===== src/design/vpwc_pkg.sv =====
// Package of constants and types for the variable pulse width bus host controller
// Function
// RULE1: Device latches its bus driver off on over-temperature, whatever transmit does.
// RULE2: Only a rising transmit edge may release the latched-off driver.
// RULE3: The release needs the die cooled by the hysteresis margin first.
// RULE4: Decoder restarts its timer at every receive transition and judges elapsed time.
// RULE5: Every frame opens with a 200 us high start-of-frame symbol.
// RULE6: Data symbols shorter than 96 us give one value, longer give the other.
// RULE7: A message closes with a 200 us low end-of-data symbol.
// RULE8: Arbitration for a new message waits for 280 to 320 us bus idle.
// RULE9: Longest run of zero bits wins arbitration; losers stop sending at once.
// RULE10: Over-temperature is a digital fault input; set beats a clearing edge.
// RULE11: Transmit one drives the bus high, transmit zero releases it low.
// RULE12: Loopback routes transmit to receive without touching the bus.
// RULE13: Receiver always on; transmitter enable gates only the transmitter.
// RULE14: Device never self-wakes; host raises transmitter enable on receive activity.
package vpwc_pkg;

  // ----------------------------------------------------------------
  // Timing
  // ----------------------------------------------------------------
  localparam int unsigned CLK_HZ = 50_000_000;
  localparam int unsigned SOF_US = 200;
  localparam int unsigned EOD_US = 200;
  localparam int unsigned BIT_THRESH_US = 96;
  localparam int unsigned SHORT_US = 64;
  localparam int unsigned LONG_US = 128;
  localparam int unsigned IDLE_MIN_US = 280;
  localparam int unsigned IDLE_MAX_US = 320;
  localparam int unsigned TICK_HZ = 1_000_000;
  // One microsecond tick from the 50 MHz clock
  localparam int unsigned TICK_DIV = CLK_HZ / TICK_HZ;
  localparam int unsigned SYM_LONG_MIN_US = SOF_US - 20;

  localparam int unsigned DATA_W = 8;
  localparam int unsigned FIFO_DEPTH = 8;
  localparam int unsigned US_W = 10;

  // Pin level of the three-state mode select: low, high, released
  localparam logic [1:0] MODE_NORMAL = 2'h0;
  localparam logic [1:0] MODE_FAST = 2'h1;
  localparam logic [1:0] MODE_LOOP = 2'h2;

  typedef enum logic [2:0] {
    VPWC_IDLE = 3'b000,
    VPWC_SOF = 3'b001,
    VPWC_DATA = 3'b010,
    VPWC_EOD = 3'b011,
    VPWC_LOST = 3'b100
  } vpwc_tx_t;

endpackage


===== src/design/vpwc_fifo.sv =====
// Small synchronous FIFO with valid/ready on both sides
module vpwc_fifo #(
  parameter int unsigned WIDTH = 8,
  parameter int unsigned DEPTH = 8
) (
  input wire logic clock_i,
  input wire logic srst_i,
  input wire logic [WIDTH-1:0] in_data_i,
  input wire logic in_valid_i,
  output logic in_ready_o,
  output logic [WIDTH-1:0] out_data_o,
  output logic out_valid_o,
  input wire logic out_ready_i
);
  localparam int unsigned AW = $clog2(DEPTH);

  typedef struct packed {
    logic [AW-1:0] wp;
    logic [AW-1:0] rp;
    logic [AW:0] cnt;
  } vpwc_fifo_st_t;

  vpwc_fifo_st_t st_r;
  vpwc_fifo_st_t st_nxt;
  logic [WIDTH-1:0] mem_r [DEPTH];
  logic push;
  logic pop;

  assign in_ready_o = (st_r.cnt != (AW+1)'(DEPTH));
  assign out_valid_o = (st_r.cnt != '0);
  assign out_data_o = mem_r[st_r.rp];
  assign push = in_valid_i && in_ready_o;
  assign pop = out_valid_o && out_ready_i;

  always_comb begin
    st_nxt = st_r;
    if (push) begin
      st_nxt.wp = (st_r.wp == AW'(DEPTH - 1)) ? '0 : st_r.wp + 1'b1;
    end
    if (pop) begin
      st_nxt.rp = (st_r.rp == AW'(DEPTH - 1)) ? '0 : st_r.rp + 1'b1;
    end
    st_nxt.cnt = st_r.cnt + (AW+1)'(push) - (AW+1)'(pop);
  end

  always_ff @(posedge clock_i) begin
    if (srst_i) begin
      st_r <= '0;
    end else begin
      st_r <= st_nxt;
    end
    if (push) begin
      mem_r[st_r.wp] <= in_data_i;
    end
  end
endmodule


===== src/design/vpwc_host.sv =====
// Host controller: encodes and decodes variable pulse width symbols for the transceiver
module vpwc_host
  import vpwc_pkg::*;
#(
  parameter int unsigned WIDTH = DATA_W,
  parameter int unsigned DEPTH = FIFO_DEPTH
) (
  input wire logic clock_i,
  input wire logic srst_i,
  // User transmit byte stream
  input wire logic [WIDTH-1:0] tx_data_i,
  input wire logic tx_valid_i,
  output logic tx_ready_o,
  input wire logic tx_last_i,
  // User receive byte stream
  output logic [WIDTH-1:0] rx_data_o,
  output logic rx_valid_o,
  output logic rx_eof_o,
  output logic arb_lost_o,
  input wire logic loopback_i,
  input wire logic fast_i,
  input wire logic sleep_req_i,
  // Transceiver pins
  output logic tx_pin_o,
  input wire logic rx_pin_i,
  output logic tx_enable_o,
  output logic shaping_loopback_select_o,
  output logic shaping_loopback_select_oe_o,
  output logic busy_o
);

  localparam logic [US_W-1:0] T_THR = US_W'(BIT_THRESH_US);
  localparam logic [US_W-1:0] T_SHORT = US_W'(SHORT_US);
  localparam logic [US_W-1:0] T_LONG = US_W'(LONG_US);
  localparam logic [US_W-1:0] T_SOF = US_W'(SOF_US);
  localparam logic [US_W-1:0] T_EOD = US_W'(EOD_US);
  localparam logic [US_W-1:0] T_SOFMIN = US_W'(SYM_LONG_MIN_US);
  localparam logic [US_W-1:0] T_IDLE = US_W'(IDLE_MIN_US);
  localparam logic [US_W-1:0] T_IDLEMAX = US_W'(IDLE_MAX_US);
  localparam logic [5:0] DIV_LAST = 6'(TICK_DIV - 1);

  // Bit value to symbol length: zero is short when low, long when high
  function automatic logic [US_W-1:0] sym_len(input logic lvl, input logic b);
    sym_len = ((lvl == 1'b1) ^ (b == 1'b0)) ? T_SHORT : T_LONG;
  endfunction

  // Decoded bit from level held and elapsed time
  function automatic logic sym_bit(input logic lvl, input logic [US_W-1:0] t);
    sym_bit = (t < T_THR) ? lvl : ~lvl;
  endfunction

  typedef struct packed {
    logic [5:0] div;
    logic [1:0] rx_sync;
    logic rx_prev;
    logic [US_W-1:0] rx_t;
    logic rx_inframe;
    logic [2:0] rx_nb;
    logic [WIDTH-1:0] rx_sh;
    logic [WIDTH-1:0] rx_data;
    logic rx_valid;
    logic rx_eof;
    vpwc_tx_t txs;
    logic [US_W-1:0] tx_t;
    logic tx_lvl;
    logic [2:0] tx_nb;
    logic [WIDTH-1:0] tx_sh;
    logic tx_last;
    logic tx_en;
    logic lost;
  } vpwc_st_t;

  vpwc_st_t st_r;
  vpwc_st_t st_nxt;
  logic [WIDTH-1:0] f_data;
  logic f_valid;
  logic f_ready;
  logic f_last;
  logic tick;
  logic rx_edge;
  logic idle_ok;
  logic arb_hit;
  logic refill;

  vpwc_fifo #(
    .WIDTH(WIDTH + 1),
    .DEPTH(DEPTH)
  ) u_fifo (
    .clock_i(clock_i),
    .srst_i(srst_i),
    .in_data_i({tx_last_i, tx_data_i}),
    .in_valid_i(tx_valid_i),
    .in_ready_o(tx_ready_o),
    .out_data_o({f_last, f_data}),
    .out_valid_o(f_valid),
    .out_ready_i(f_ready)
  );

  assign tick = (st_r.div == DIV_LAST);
  assign rx_edge = (st_r.rx_sync[1] != st_r.rx_prev);
  // Idle window counts from the last edge; between min and max we may start
  // Strictly above the minimum: the free-running tick may land just after the edge
  assign idle_ok = !st_r.rx_sync[1] && st_r.rx_t > T_IDLE; // [RULE8]
  // Bus high while we hold it low means a dominant node; slack covers the echo delay
  assign arb_hit = !loopback_i && (st_r.txs == VPWC_DATA) && !st_r.tx_lvl && st_r.rx_sync[1]
      && (st_r.tx_t < T_SHORT - US_W'(4)); // [RULE9]
  // Next byte taken at the byte boundary so the message runs on without a gap
  assign refill = (st_r.txs == VPWC_DATA) && !arb_hit && (st_r.tx_t == '0) && (st_r.tx_nb == 3'h0)
      && !st_r.tx_last && f_valid;
  assign f_ready = ((st_r.txs == VPWC_IDLE) && idle_ok && st_r.tx_en && !st_r.rx_inframe) || refill;

  always_comb begin
    st_nxt = st_r;
    st_nxt.div = tick ? '0 : st_r.div + 6'h01;
    st_nxt.rx_sync = {st_r.rx_sync[0], rx_pin_i};
    st_nxt.rx_prev = st_r.rx_sync[1];
    st_nxt.rx_valid = 1'b0;
    st_nxt.rx_eof = 1'b0;
    // ----------------------------------------------------------------
    // Receive decoder
    // ----------------------------------------------------------------
    if (rx_edge) begin
      st_nxt.rx_t = '0; // [RULE4]
      if (!st_r.rx_inframe) begin
        if (!st_r.rx_prev) begin
          st_nxt.rx_nb = '0;
        end
      end else if (st_r.rx_prev && st_r.rx_t >= T_SOFMIN) begin
        st_nxt.rx_nb = '0; // [RULE5]
      end else begin
        st_nxt.rx_sh = {st_r.rx_sh[WIDTH-2:0], sym_bit(st_r.rx_prev, st_r.rx_t)}; // [RULE6]
        st_nxt.rx_nb = st_r.rx_nb + 3'h1;
        if (st_r.rx_nb == 3'h7) begin
          st_nxt.rx_data = {st_r.rx_sh[WIDTH-2:0], sym_bit(st_r.rx_prev, st_r.rx_t)};
          st_nxt.rx_valid = 1'b1;
        end
      end
      // Any rising edge opens the frame, however long the low before it
      if (st_r.rx_prev == 1'b0) begin
        st_nxt.rx_inframe = 1'b1;
      end
    end else if (tick && st_r.rx_t != T_IDLEMAX) begin
      st_nxt.rx_t = st_r.rx_t + 1'b1;
      // Low held to end-of-data closes the frame
      if (st_r.rx_inframe && !st_r.rx_sync[1] && st_r.rx_t + 1'b1 == T_EOD) begin
        st_nxt.rx_inframe = 1'b0; // [RULE7]
        st_nxt.rx_eof = 1'b1;
      end
    end
    // ----------------------------------------------------------------
    // Transmitter wake and encoder
    // ----------------------------------------------------------------
    // Raise enable on bus activity since the device cannot wake itself
    if (rx_edge || (f_valid && !sleep_req_i)) begin
      st_nxt.tx_en = 1'b1; // [RULE14]
    end else if (sleep_req_i && st_r.txs == VPWC_IDLE) begin
      st_nxt.tx_en = 1'b0; // [RULE13]
    end
    if (tick && st_r.tx_t != '0) begin
      st_nxt.tx_t = st_r.tx_t - 1'b1;
    end
    case (st_r.txs)
      VPWC_IDLE: begin
        st_nxt.lost = 1'b0;
        if (f_valid && f_ready) begin
          st_nxt.tx_sh = f_data;
          st_nxt.tx_last = f_last;
          st_nxt.tx_nb = '0;
          st_nxt.tx_lvl = 1'b1; // [RULE11]
          st_nxt.tx_t = T_SOF; // [RULE5]
          st_nxt.txs = VPWC_SOF;
        end
      end
      VPWC_SOF, VPWC_DATA: begin
        if (arb_hit) begin
          st_nxt.tx_lvl = 1'b0; // [RULE9]
          st_nxt.lost = 1'b1;
          st_nxt.txs = VPWC_LOST;
        end else if (st_r.tx_t == '0) begin
          if (st_r.txs == VPWC_DATA && st_r.tx_nb == 3'h0 && st_r.tx_last) begin
            st_nxt.tx_lvl = 1'b0;
            st_nxt.tx_t = T_EOD; // [RULE7]
            st_nxt.txs = VPWC_EOD;
          end else if (st_r.txs == VPWC_DATA && st_r.tx_nb == 3'h0 && !f_valid) begin
            st_nxt.tx_lvl = 1'b0;
            st_nxt.tx_t = T_EOD;
            st_nxt.txs = VPWC_EOD;
          end else if (refill) begin
            st_nxt.tx_lvl = ~st_r.tx_lvl;
            st_nxt.tx_t = sym_len(~st_r.tx_lvl, f_data[WIDTH-1]); // [RULE6]
            st_nxt.tx_sh = {f_data[WIDTH-2:0], 1'b0};
            st_nxt.tx_last = f_last;
            st_nxt.tx_nb = 3'h1;
          end else begin
            st_nxt.tx_lvl = ~st_r.tx_lvl;
            st_nxt.tx_t = sym_len(~st_r.tx_lvl, st_r.tx_sh[WIDTH-1]); // [RULE6]
            st_nxt.tx_sh = {st_r.tx_sh[WIDTH-2:0], 1'b0};
            st_nxt.tx_nb = st_r.tx_nb + 3'h1;
            st_nxt.txs = VPWC_DATA;
          end
        end
      end
      VPWC_EOD: begin
        if (st_r.tx_t == '0) begin
          st_nxt.txs = VPWC_IDLE;
        end
      end
      VPWC_LOST: begin
        // Stay silent until the winner's frame ends
        if (st_nxt.rx_eof) begin
          st_nxt.txs = VPWC_IDLE;
        end
      end
      default: begin
        st_nxt.txs = VPWC_IDLE;
      end
    endcase
  end

  always_ff @(posedge clock_i) begin
    if (srst_i) begin
      st_r <= '0;
    end else begin
      st_r <= st_nxt;
    end
  end

  logic [1:0] mode_r;
  logic pin_tx_r;
  logic busy_r;
  always_ff @(posedge clock_i) begin
    if (srst_i) begin
      mode_r <= MODE_NORMAL;
      pin_tx_r <= 1'b0;
      busy_r <= 1'b0;
    end else begin
      mode_r <= loopback_i ? MODE_LOOP : (fast_i ? MODE_FAST : MODE_NORMAL); // [RULE12]
      pin_tx_r <= st_nxt.tx_lvl && (st_nxt.txs != VPWC_LOST);
      busy_r <= (st_nxt.txs != VPWC_IDLE) || st_nxt.rx_inframe;
    end
  end

  assign tx_pin_o = pin_tx_r;
  assign tx_enable_o = st_r.tx_en;
  assign shaping_loopback_select_o = mode_r[0];
  assign shaping_loopback_select_oe_o = (mode_r != MODE_LOOP);
  assign rx_data_o = st_r.rx_data;
  assign rx_valid_o = st_r.rx_valid;
  assign rx_eof_o = st_r.rx_eof;
  assign arb_lost_o = st_r.lost;
  assign busy_o = busy_r;
endmodule


===== config.mk =====
export PLATFORM = sky130hd
export DESIGN_NAME = vpwc_host
export DESIGN_NICKNAME = d
export VERILOG_FILES = /design/src/design/vpwc_pkg.sv /design/src/design/vpwc_fifo.sv /design/src/design/vpwc_host.sv
export SDC_FILE = /design/constraint.sdc
export NUM_CORES = 1
export LEC_CHECK = 0
export BUFFER_PORTS_ARGS = -buffer_cell sky130_fd_sc_hd__buf_2
export CAP_MARGIN = 5
export CORE_UTILIZATION = 45
export CTS_BUF_LIST = sky130_fd_sc_hd__clkbuf_4
export DETAILED_ROUTE_END_ITERATION = 6
export GPL_TIMING_DRIVEN = 0
export SKIP_CTS_REPAIR_TIMING = 1
export SYNTH_ARGS = -nofsm -noshare
export SYNTH_HDL_FRONTEND = slang
export SYNTH_HIERARCHICAL = 1
export SYNTH_SLANG_ARGS = --single-unit

===== constraint.sdc =====
create_clock -name clock_i -period 6.7 [get_ports clock_i]
set_input_delay 1.34 -clock clock_i [delete_from_list [all_inputs] [get_ports clock_i]]
set_output_delay 1.34 -clock clock_i [all_outputs]
set_load 0.05 [all_outputs]

Word-level counts from Yosys, hierarchy flattened
Memories as Yosys holds them, arrays and structs flattened. A register that Yosys moved wholly into a read port is not among the register bits.
Cells that the tools add are included.
{"block": "word_totals", "word_cells": 170, "input_bits": 16, "ramBits": 72, "mem_count": 1, "reg_bits": 82}
{"memory": "u_fifo.mem_r", "depth": 8, "word_bits": 9, "read_ports": 1, "rd_ports_with_merged_regs": 1, "wr": 1, "line_no": "vpwc_fifo.sv:25", "rtl": "logic [WIDTH-1:0] mem_r [DEPTH];"}
{"block": "op_classes", "eq_ne": 22, "magnitude_cmp": 4, "n_bitwise": 9, "muxes": 44, "reduce_logical": 56, "add_sub_neg": 9}
{"op": "26-bit 2-to-1 mux", "count": 2}
{"op": "23-bit one-hot mux with 2 select lines", "count": 1}
{"op": "12-bit 2-to-1 mux", "count": 3}
{"op": "3-bit 2-to-1 mux", "count": 11}
{"op": "14-bit 2-to-1 mux", "count": 2}
{"op": "1-bit logical AND", "count": 26}
{"op": "10-bit 2-to-1 mux", "count": 2}
{"op": "20-bit 2-to-1 mux", "count": 1}
{"op": "1-bit 2-to-1 mux", "count": 17}
{"op": "8-bit 2-to-1 mux", "count": 2}
{"op": "2-bit != test, second input constant", "count": 8}
{"op": "3-bit by 1-bit adder with 3-bit output, second input constant", "count": 4}
{"op": "3-bit equality test, second input constant", "count": 4}
{"op": "3-bit one-hot mux with 4 select lines", "count": 1}
{"op": "10-bit by 1-bit adder with 10-bit output, second input constant", "count": 1}
{"op": "10-bit by 8-bit equality test with 1-bit output, second input constant", "count": 1}
{"op": "10-bit by 8-bit greater-or-equal comparator with 1-bit output, second input constant", "count": 1}
{"op": "10-bit by 9-bit greater-than comparator with 1-bit output, second input constant", "count": 1}
{"op": "10-bit zero test", "count": 1}
{"op": "10-bit by 6-bit less-than comparator with 1-bit output, second input constant", "count": 1}
{"op": "10-bit by 7-bit less-than comparator with 1-bit output, second input constant", "count": 1}
{"op": "10-bit by 9-bit != test with 1-bit output, second input constant", "count": 1}
{"op": "10-bit nonzero test", "count": 1}
{"op": "10-bit by 1-bit subtractor with 10-bit output, second input constant", "count": 1}
{"op": "other kinds (27)", "count": 50}

Depth between registers and ports, before layout
Gate-level depths: netlist of run 1.
{"block": "logic_depth", "depth_word": 19, "ltp_mapped": 15}

Modules after synthesis
The synthesis of run 1 kept the hierarchy.
{"mod": "vpwc_host", "seq_area_each_um2": 1441.4, "cells_each": 470, "instances": 1, "area_each_um2": 3937.5}
{"mod": "vpwc_fifo", "seq_area_each_um2": 2422.3, "cells_each": 180, "instances": 1, "area_each_um2": 3495.9}

Worst setup path after synthesis of run 1
Ideal clock, no wire load.
{"block": "synth_path", "kind": "in2reg", "from": "input port loopback_i", "to": "register u_fifo/st_r[2] in the netlist's numbering", "required_time_ns": 6.575, "path_stages": 12, "slack_ns": 3.060, "arrival_ns": 3.516, "setup_ns": 0.125, "cell_sequence": "nor3b_2 -> nand2_1 -> and3_1 -> a31o_2 -> and2_1 -> clkbuf_1 -> ha_1 -> inv_1 -> ha_1 -> fa_1 -> xnor2_1 -> nor2_1"}
{"block": "synth_via", "elab_chain_len": 14}
{"item": "start: declaration", "line_no": "vpwc_host.sv:20", "rtl": "input wire logic loopback_i,"}
{"item": "1-bit zero test", "line_no": "vpwc_host.sv:105", "rtl": "assign arb_hit = !loopback_i && (st_r.txs == VPWC_DATA) && !st_r.tx_lvl && st_r.rx_sync[1]"}
{"item": "1-bit logical AND (3 in a row)", "line_no": "vpwc_host.sv:105"}
{"item": "1-bit logical AND", "line_no": "vpwc_host.sv:106", "rtl": "&& (st_r.tx_t < T_SHORT - US_W'(4));"}
{"item": "1-bit zero test", "line_no": "vpwc_host.sv:108", "rtl": "assign refill = (st_r.txs == VPWC_DATA) && !arb_hit && (st_r.tx_t == '0) && (st_r.tx_nb == 3'h0)"}
{"item": "1-bit logical AND (3 in a row)", "line_no": "vpwc_host.sv:108"}
{"item": "1-bit logical AND (2 in a row)", "line_no": "vpwc_host.sv:109", "rtl": "&& !st_r.tx_last && f_valid;"}
{"item": "1-bit logical OR", "line_no": "vpwc_host.sv:110", "rtl": "assign f_ready = ((st_r.txs == VPWC_IDLE) && idle_ok && st_r.tx_en && !st_r.rx_inframe) || refill;"}
{"item": "net f_ready", "line_no": "vpwc_host.sv:77", "rtl": "logic f_ready;"}
{"item": "1-bit logical AND", "line_no": "vpwc_fifo.sv:33", "rtl": "assign pop = out_valid_o && out_ready_i;"}
{"item": "4-bit by 1-bit subtractor with 4-bit output", "line_no": "vpwc_fifo.sv:43", "rtl": "st_nxt.cnt = st_r.cnt + (AW+1)'(push) - (AW+1)'(pop);"}
{"item": "end signal: assignment", "line_no": "vpwc_fifo.sv:50", "rtl": "st_r <= st_nxt;"}
{"item": "end: declaration", "line_no": "vpwc_fifo.sv:23", "rtl": "vpwc_fifo_st_t st_r;"}
The timed path passes the listed nets, and every way through them passes these cells.
A chain may end at the register's enable or synchronous reset.

==> summary.md, run 1 <==
| Metric | Value |
|---|---|
| Status | completed |
| Avg WL per Cell | approximately 17 microns |
| Pleak | 0.00285 uW |
| Num CTS Buffers | 17 |
| Max VDD drop | roughly 170 uV |
| Cell mode on critical path | ha_1 |
| CTS tree | built |
| Seq/Total Area, Yosys | about half |
| Initial antenna violation count | 1 |
| GRT overflow | 0 |
| Core area | around 0.016 sq mm |
| FMAX | ~0.28 GHz |
| Mapped Area | ~0.0074 sq mm |
| Sequential share of power | a little under three fifths |
| Fin crit period | 3.54 ns |
| Number of core rows | 46 |
| Most common cell in the netlist | dfxtp_1 |
| Internal power | roughly 1300 uW |
| Ys Warns | 6 |
| RSZ-0062 raised after global routing | false |
| Portion of netlist area occupied by mux cells | about 8.6% |
| Slew Limit Fails | 0 |
| Max_cap viols | 0 |
| Syn_nets | about 690 |
| Layout net count | 740 |
| Detailed Route Iter0 Violations | around 260 |
| Worst min path class | reg2reg |
| Fraction of registers with async set or reset after synthesis | 0% |
| Clock tree buffer depth | 2 |
| Worst-margin pin slew | 0.986 ns |
| CP top delay family | simple AND/OR/NAND/NOR gates |
| Post-Syn Instances | 650 |
| Worst R2R Setup Slack | around 3.2 ns |
| P&R area growth vs syn | 10.5% |
| Setup TNS | 0 ns |
| GRT Resource Usage Total | between 10% and 20% |
| CTS root buf | clkbuf_4 |
| Critical path's slowest cell | or4_1 |
| # port buffers | 32 |
| Utilization after layout | approximately half |
| Area after DPL | around 0.0079 sq mm |
| Detailed Place HPWL | 11000 microns |
| Clk_skew | roughly 0.023 ns |
| Critical Path Start Type | flip-flop |
| Share of the synthesized area in the top cell type | around 29% |
| Vias/cell | about 5.7 |
| P_sw | about 550 uW |
| Residual DRC | 0 |
| Final period utilization | roughly 53% |
| Required @ worst endpoint | slightly above 7 ns |
| Layout cell share with drive strength beyond 1 | 15.8% |
| DR pass1 iterations | 7 |
| Gate power share | between 10% and 20% |
| IO Pins | 33 |
| RePlAce Congestion | between 0.8 and 0.9 |
| Pin count of the biggest net entering global routing | 20 |
| Cell-by-cell trace of the critical path | or4_1 > nor3_2 > buf_2 > and3_1 > a31o_2 > and2_1 > clkbuf_1 > ha_1 > inv_1 > ha_1 > fa_1 > nor2b_1 |
| Overall routed net length | about 16000 microns |
| Clk Latency, worst-skew pair | 0.60 ns |
| Post-synth top cells | dfxtp_1 (85), edfxtp_1 (72), nand3_1 (40), a21oi_1 (31), nor2_1 (31) |
| Clock sinks | about 160 |
| Clock transition at path regs | ~0.16 ns |
| Power share of the clock group | about a third |
| Number of global-route vias before repair | 5149 |
| Via Count | 5277 |
| Post-Layout Inst Area | approximately 0.008 sq mm |
| Post-route ant nets | 0 |
| Synth Area in XOR/XNOR | approximately 3% |
| EDFF count, synth | 72 |
| Die X | between 100 and 150 microns |
| Netlist cell types | a little under 70 |
| Main combinational cell family by area after synthesis | simple AND/OR/NAND/NOR gates |
| Headroom to the max-slew limit | around 34% |
| Max FO, Critical Path | 10 |
| Crit Path Category | reg2reg |
| Die Span Y | about 130 microns |
| Post-Syn Area per Cell | 11.4 sq um |
| Starting density of the core | between 40% and 50% |
| Worst Path Arrival | 4.03 ns |
| #FFs+latches synth | 157 |
| Worst path max stage delay | 0.63 ns |
| Synth Area in Compound Gates | approximately a tenth |
| H-tree depth | 4 |
| Worst Setup End Kind | flip-flop |
| Synth Area in Adders | between 3 and 4% |
| Power Dens Cells | 224 mW/mm^2 |
| Worst path bufs/invs | 3 |
| Cell taking the most area after synthesis | edfxtp_1 |
| Synth Area in Simple Gates | roughly 18% |
| First-pass GRT wire length | around 25000 microns |
| Die area | between 0.015 and 0.02 sq mm |
| Synth Flop Type | dfxtp_1 |
| Synth area leaders | edfxtp_1 (29%), dfxtp_1 (23%), mux4_1 (6.4%), ha_1 (3.5%), nand3_1 (2.7%) |
| Setup Viol. Count Final | 0 |
| Switching power share of the total | between 20% and 30% |
| Final Hold Fails | 0 |
[final timing paths]
kind	start	end	depth (start not counted)
setup reg to reg	st_r[24]	u_fifo/st_r[1]	12
hold / removal	st_r[2]	st_r[2]	2
hold reg to reg	st_r[2]	st_r[2]	2
setup / recovery	st_r[24]	u_fifo/st_r[1]	12
[state kept, by name (all words and copies together) (netlist names), named ones only]
signal	flops
st_nxt	2
rx_eof_o	1
arb_lost_o	1
u_fifo/mem_r	72
st_r	54
u_fifo/st_r	10
mode_r	2
tx_pin_o	1
rx_valid_o	1
rx_data_o	8
tx_enable_o	1
busy_o	1
[worst register-to-register path: stages (launching register included)]
cell and delay (ns):
dfxtp_1 0.39, or4_1 0.63, nor3_2 0.35, buf_2 0.31
and3_1 0.23, a31o_2 0.15, and2_1 0.13, clkbuf_1 0.21
ha_1 0.27, inv_1 0.05, ha_1 0.18, fa_1 0.41
nor2b_1 0.13
[cell usage in the layout (no fill, tap or decap), types with 19 or more instances in the layout]
cell type and n:
clkbuf_1 30, edfxtp_1 72, nor2_1 31, nand2b_1 21, nand2_1 23, dfxtp_1 85
nand3_1 40, ha_1 21, a21oi_1 31, nand4_1 19, buf_2 37, o21ai_0 23
[power groups by stage]
stage	Combinational, uW	Sequential (uW)	Clock [uW]
after CTS	192	1060	611
after global routing	211	1060	647
after detailed placement	191	1080	0
final	190	1060	595
after global placement	179	1080	0
after floorplan	127	1080	0
[metal layers]
layer	vias to the layer above	track usage (%)	share of wire, %
met2	130	34.1	49
li1	2569	-	-
met3	26	4.15	4.1
met1	2552	23.9	45
met5	-	0	0
met4	0	9.20	2.1
[cells by family after synthesis]
group                    Yosys count
XOR/XNOR                          25
adder cells (fa/ha/maj)           22
flip-flops                       157
AO/OA/AOI/OAI                    114
multiplexers                      33
AND/OR/NAND/NOR                  233
buffers and inverters             66
[cell type report]
type,instances,area [sq um]
multi-input cells,427,3280
inverters,19,71.3
diodes,1,2.50
clock buffers,17,128
well taps,216,270
plain buffers,47,244
flip-flops and latches,157,3860
clock inverters,15,185
repair buffers,33,168
fillers,1476,7790
[per-stage QoR]
| step | worst slack (ns) | hold WS (ns) | instances | power, uW |
|---|---|---|---|---|
| 2_1_floorplan | 3.06 | 0.414 | 650 | 1200 |
| 3_3_place_gp | 2.66 | 0.434 | 898 | 1250 |
| 3_5_place_dp | 2.62 | 0.445 | 899 | 1270 |
| 4_1_cts | 3.20 | 0.470 | 931 | 1860 |
| 5_1_grt | 2.98 | 0.485 | 932 | 1920 |
| 6_report | 3.16 | 0.466 | 932 | 1840 |
Note: power is estimated with default switching activity, not from simulation.
==> inputs of run 2 (changes only) <==
==> constraint.sdc (replaced) <==
create_clock -name clock_i -period 3.42 [get_ports clock_i]
set_input_delay 0.684 -clock clock_i [delete_from_list [all_inputs] [get_ports clock_i]]
set_output_delay 0.684 -clock clock_i [all_outputs]
set_load 0.05 [all_outputs]
==> run 2 against run 1 <==
Fmax rose by 7.9%; sequential share of layout area decreased by 0.11 points; final cell count down 0.11%; setup slack got worse by 3.0 ns; first-iteration DRC count fell by 6.1%; clock skew decreased by 0.0011 ns; highest routed layer unchanged; worst hold slack worse by 0.17 ns; register-to-register slack got worse by 3.0 ns; via count rose by 1.1%; critical path type unchanged; clock power grew 97%.
==> summary.md, run 2 (synthesis gave the netlist of run 1 again) <==
| Metric | Value |
|---|---|
| Cell-by-cell trace of the critical path | or4_1 > nor3_4 > clkbuf_4 > and3_1 > a31o_2 > and2_2 > ha_1 > inv_1 > ha_1 > fa_1 > nor2b_1 |
| Final Instance Count excl. Fillers | 931 (-0.11%) |
| Worst path max stage delay | 0.64 ns (about the same) |
| Status | completed |
| Crit Path Category | reg2reg |
| Commonest non-fill, non-tap cells in the layout | dfxtp_1 (85), edfxtp_1 (72), nand3_1 (40) |
| Biggest register | u_fifo/mem_r |
| P&R area growth vs syn | 10.8% |
| Critical Path Start Type | flip-flop |
| Clock sinks | 157 (unchanged) |
| Clock tree buffer depth | 2 (unchanged) |
| Max VDD drop | 326 uV (+96%) |
| Post-route setup slack | 0.143 ns (-3.02 ns) |
| CTS tree | built |
| Core area | 0.0160 sq mm (unchanged) |
| Die X | 131 microns (unchanged) |
| Placement Setup Slack | -0.0637 ns (-2.69 ns) |
| Slew Limit Fails | 0 (unchanged) |
| Number of global-route vias before repair | 5149 (unchanged) |
| Clk_skew | 0.0224 ns (-0.00112 ns) |
| Pleak | 0.00286 uW (+0.16%) |
| Clock transition at path regs | 0.16 ns (about the same) |
| Cell mode on critical path | ha_1 |
| Overall routed net length | 15900 microns (+0.61%) |
| CP top delay family | simple AND/OR/NAND/NOR gates |
| CTS root buf | clkbuf_4 |
| Number of core rows | 46 (unchanged) |
| RePlAce Congestion | 0.860 (unchanged) |
| Die area | 0.0170 sq mm (unchanged) |
| Hold Worst Slack | 0.291 ns (-0.174 ns) |
| Die Span Y | 131 microns (unchanged) |
| Num CTS Buffers | 17 (unchanged) |
| Pin count of the biggest net entering global routing | 20 (unchanged) |
| Worst min path class | in2reg |
| First-pass GRT wire length | 25400 microns (unchanged) |
| Worst Setup End Kind | flip-flop |
| Starting density of the core | 46.5% (unchanged) |
| Detailed Route Iter0 Violations | 247 (-6.1%) |
| Layout net count | 739 (-0.14%) |
| Avg WL per Cell | 17.1 microns (+0.72%) |
| Layout cell share with drive strength beyond 1 | 16.4% (+0.58 points) |
| Area occupied by multi-input gates | 0.00330 sq mm (+0.65%) |
| Setup Viol. Count Final | 0 (unchanged) |
| Residual DRC | 0 (unchanged) |
| Register area | 0.00386 sq mm (unchanged) |
| Setup TNS | 0 ns (unchanged) |
| Critical path's slowest cell | or4_1 |
| Filler instances | 1478 (+0.14%) |
| GRT overflow | 0 (unchanged) |
| Via Count | 5337 (+1.1%) |
| Max_cap viols | 0 (unchanged) |
| IO Pins | 33 (unchanged) |
| Post-route ant nets | 0 (unchanged) |
| # port buffers | 32 (unchanged) |
| DR pass1 iterations | 5 (-2) |
| Placed Cells | 899 (unchanged) |
| Clk Latency, worst-skew pair | 0.60 ns (about the same) |
| Fin crit period | 3.28 ns (-0.260 ns) |
| Required @ worst endpoint | 3.91 ns (-3.28 ns) |
| Max reg flops | 72 (unchanged) |
| Headroom to the max-slew limit | 33.2% (-0.78 points) |
| Worst-margin pin slew | 0.998 ns (+0.0117 ns) |
| GRT Resource Usage Total | 19.9% (unchanged) |
| H-tree depth | 4 (unchanged) |
| Worst Path Arrival | 3.77 ns (-0.26 ns) |
| Power Dens Cells | 441 mW/mm^2 (+96%) |
| Final Hold Fails | 0 (unchanged) |
| Largest registers | u_fifo/mem_r x72, st_r x54, u_fifo/st_r x10 |
| Worst path bufs/invs | 2 (-1) |
| FMAX | 0.305 GHz (+7.9%) |
| Vias/cell | 5.73 (+1.2%) |
| Initial antenna violation count | 1 (unchanged) |
| Max FO, Critical Path | 10 (unchanged) |
| Detailed Place HPWL | 11000 microns (unchanged) |
| Most common cell after layout, fill and taps aside | dfxtp_1 |
| Final period utilization | 95.8% (+43 points) |
==> run 2: changes by cell type in the layout (fill, tap and decap cells not counted) <==
cell,change
and2_1,-1
and2_2,+1
buf_2,-1
clkbuf_1,-1
clkbuf_4,+1
nand2b_1,-1
nand2b_4,+1
nor3_2,-1
nor3_4,+1
or3b_1,-1
or3b_4,+1
or4_1,-1
or4_4,+1
==> run 2: where the power goes <==
group	switching [uW]	total [uW]	internal, uW
Combinational	238	389	151
Clock	815	1170	352
Sequential	34.5	2070	2040
==> run 2: cell type report <==
cell class                      instances  share of cell area, %
Buffer                                 46                   2.95
Clock inverter                         15                   2.25
Multi-Input combinational cell        427                   40.1
Tap cell                              216                   3.28
Timing Repair Buffer                   33                   2.04
Antenna cell                            1                 0.0304
Sequential cell                       157                   46.9
Inverter                               19                  0.866
Clock buffer                           17                   1.55
==> run 2: metal layers <==
| metal | GRT usage [%] | wire [microns] | vias up |
|---|---|---|---|
| met2 | 34.1 | 7740 | 154 |
| li1 | - | - | 2562 |
| met3 | 4.15 | 773 | 31 |
| met5 | 0 | 0 | - |
| met4 | 9.20 | 357 | 0 |
| met1 | 23.9 | 7010 | 2590 |
==> run 2: path summary, 6_finish.rpt <==
path / startpoint / end / slack [ns] / depth (start not counted)
min: rx_pin_i / st_nxt[62] / 0.29 / 2
min reg2reg: st_nxt[62] / st_nxt[60] / 0.47 / 1
max reg2reg: st_r[18] / u_fifo/st_r[1] / 0.14 / 11
max: st_r[18] / u_fifo/st_r[1] / 0.14 / 11
==> run 2: worst register-to-register path: stages, from the launching register on <==
cell and delay [ns]:
dfxtp_1 0.41, or4_1 0.64, nor3_4 0.25, clkbuf_4 0.28
and3_1 0.20, a31o_2 0.15, and2_2 0.21, ha_1 0.24
inv_1 0.05, ha_1 0.18, fa_1 0.41, nor2b_1 0.13
==> run 2: metrics by stage <==
step	cell area (sq um)	util [%]	total power [uW]
2_1_floorplan	7430	-	2360
3_3_place_gp	7860	49.1	2460
3_5_place_dp	7900	49.4	2490
4_1_cts	8210	51.3	3640
5_1_grt	8230	51.5	3780
6_report	8230	51.5	3630
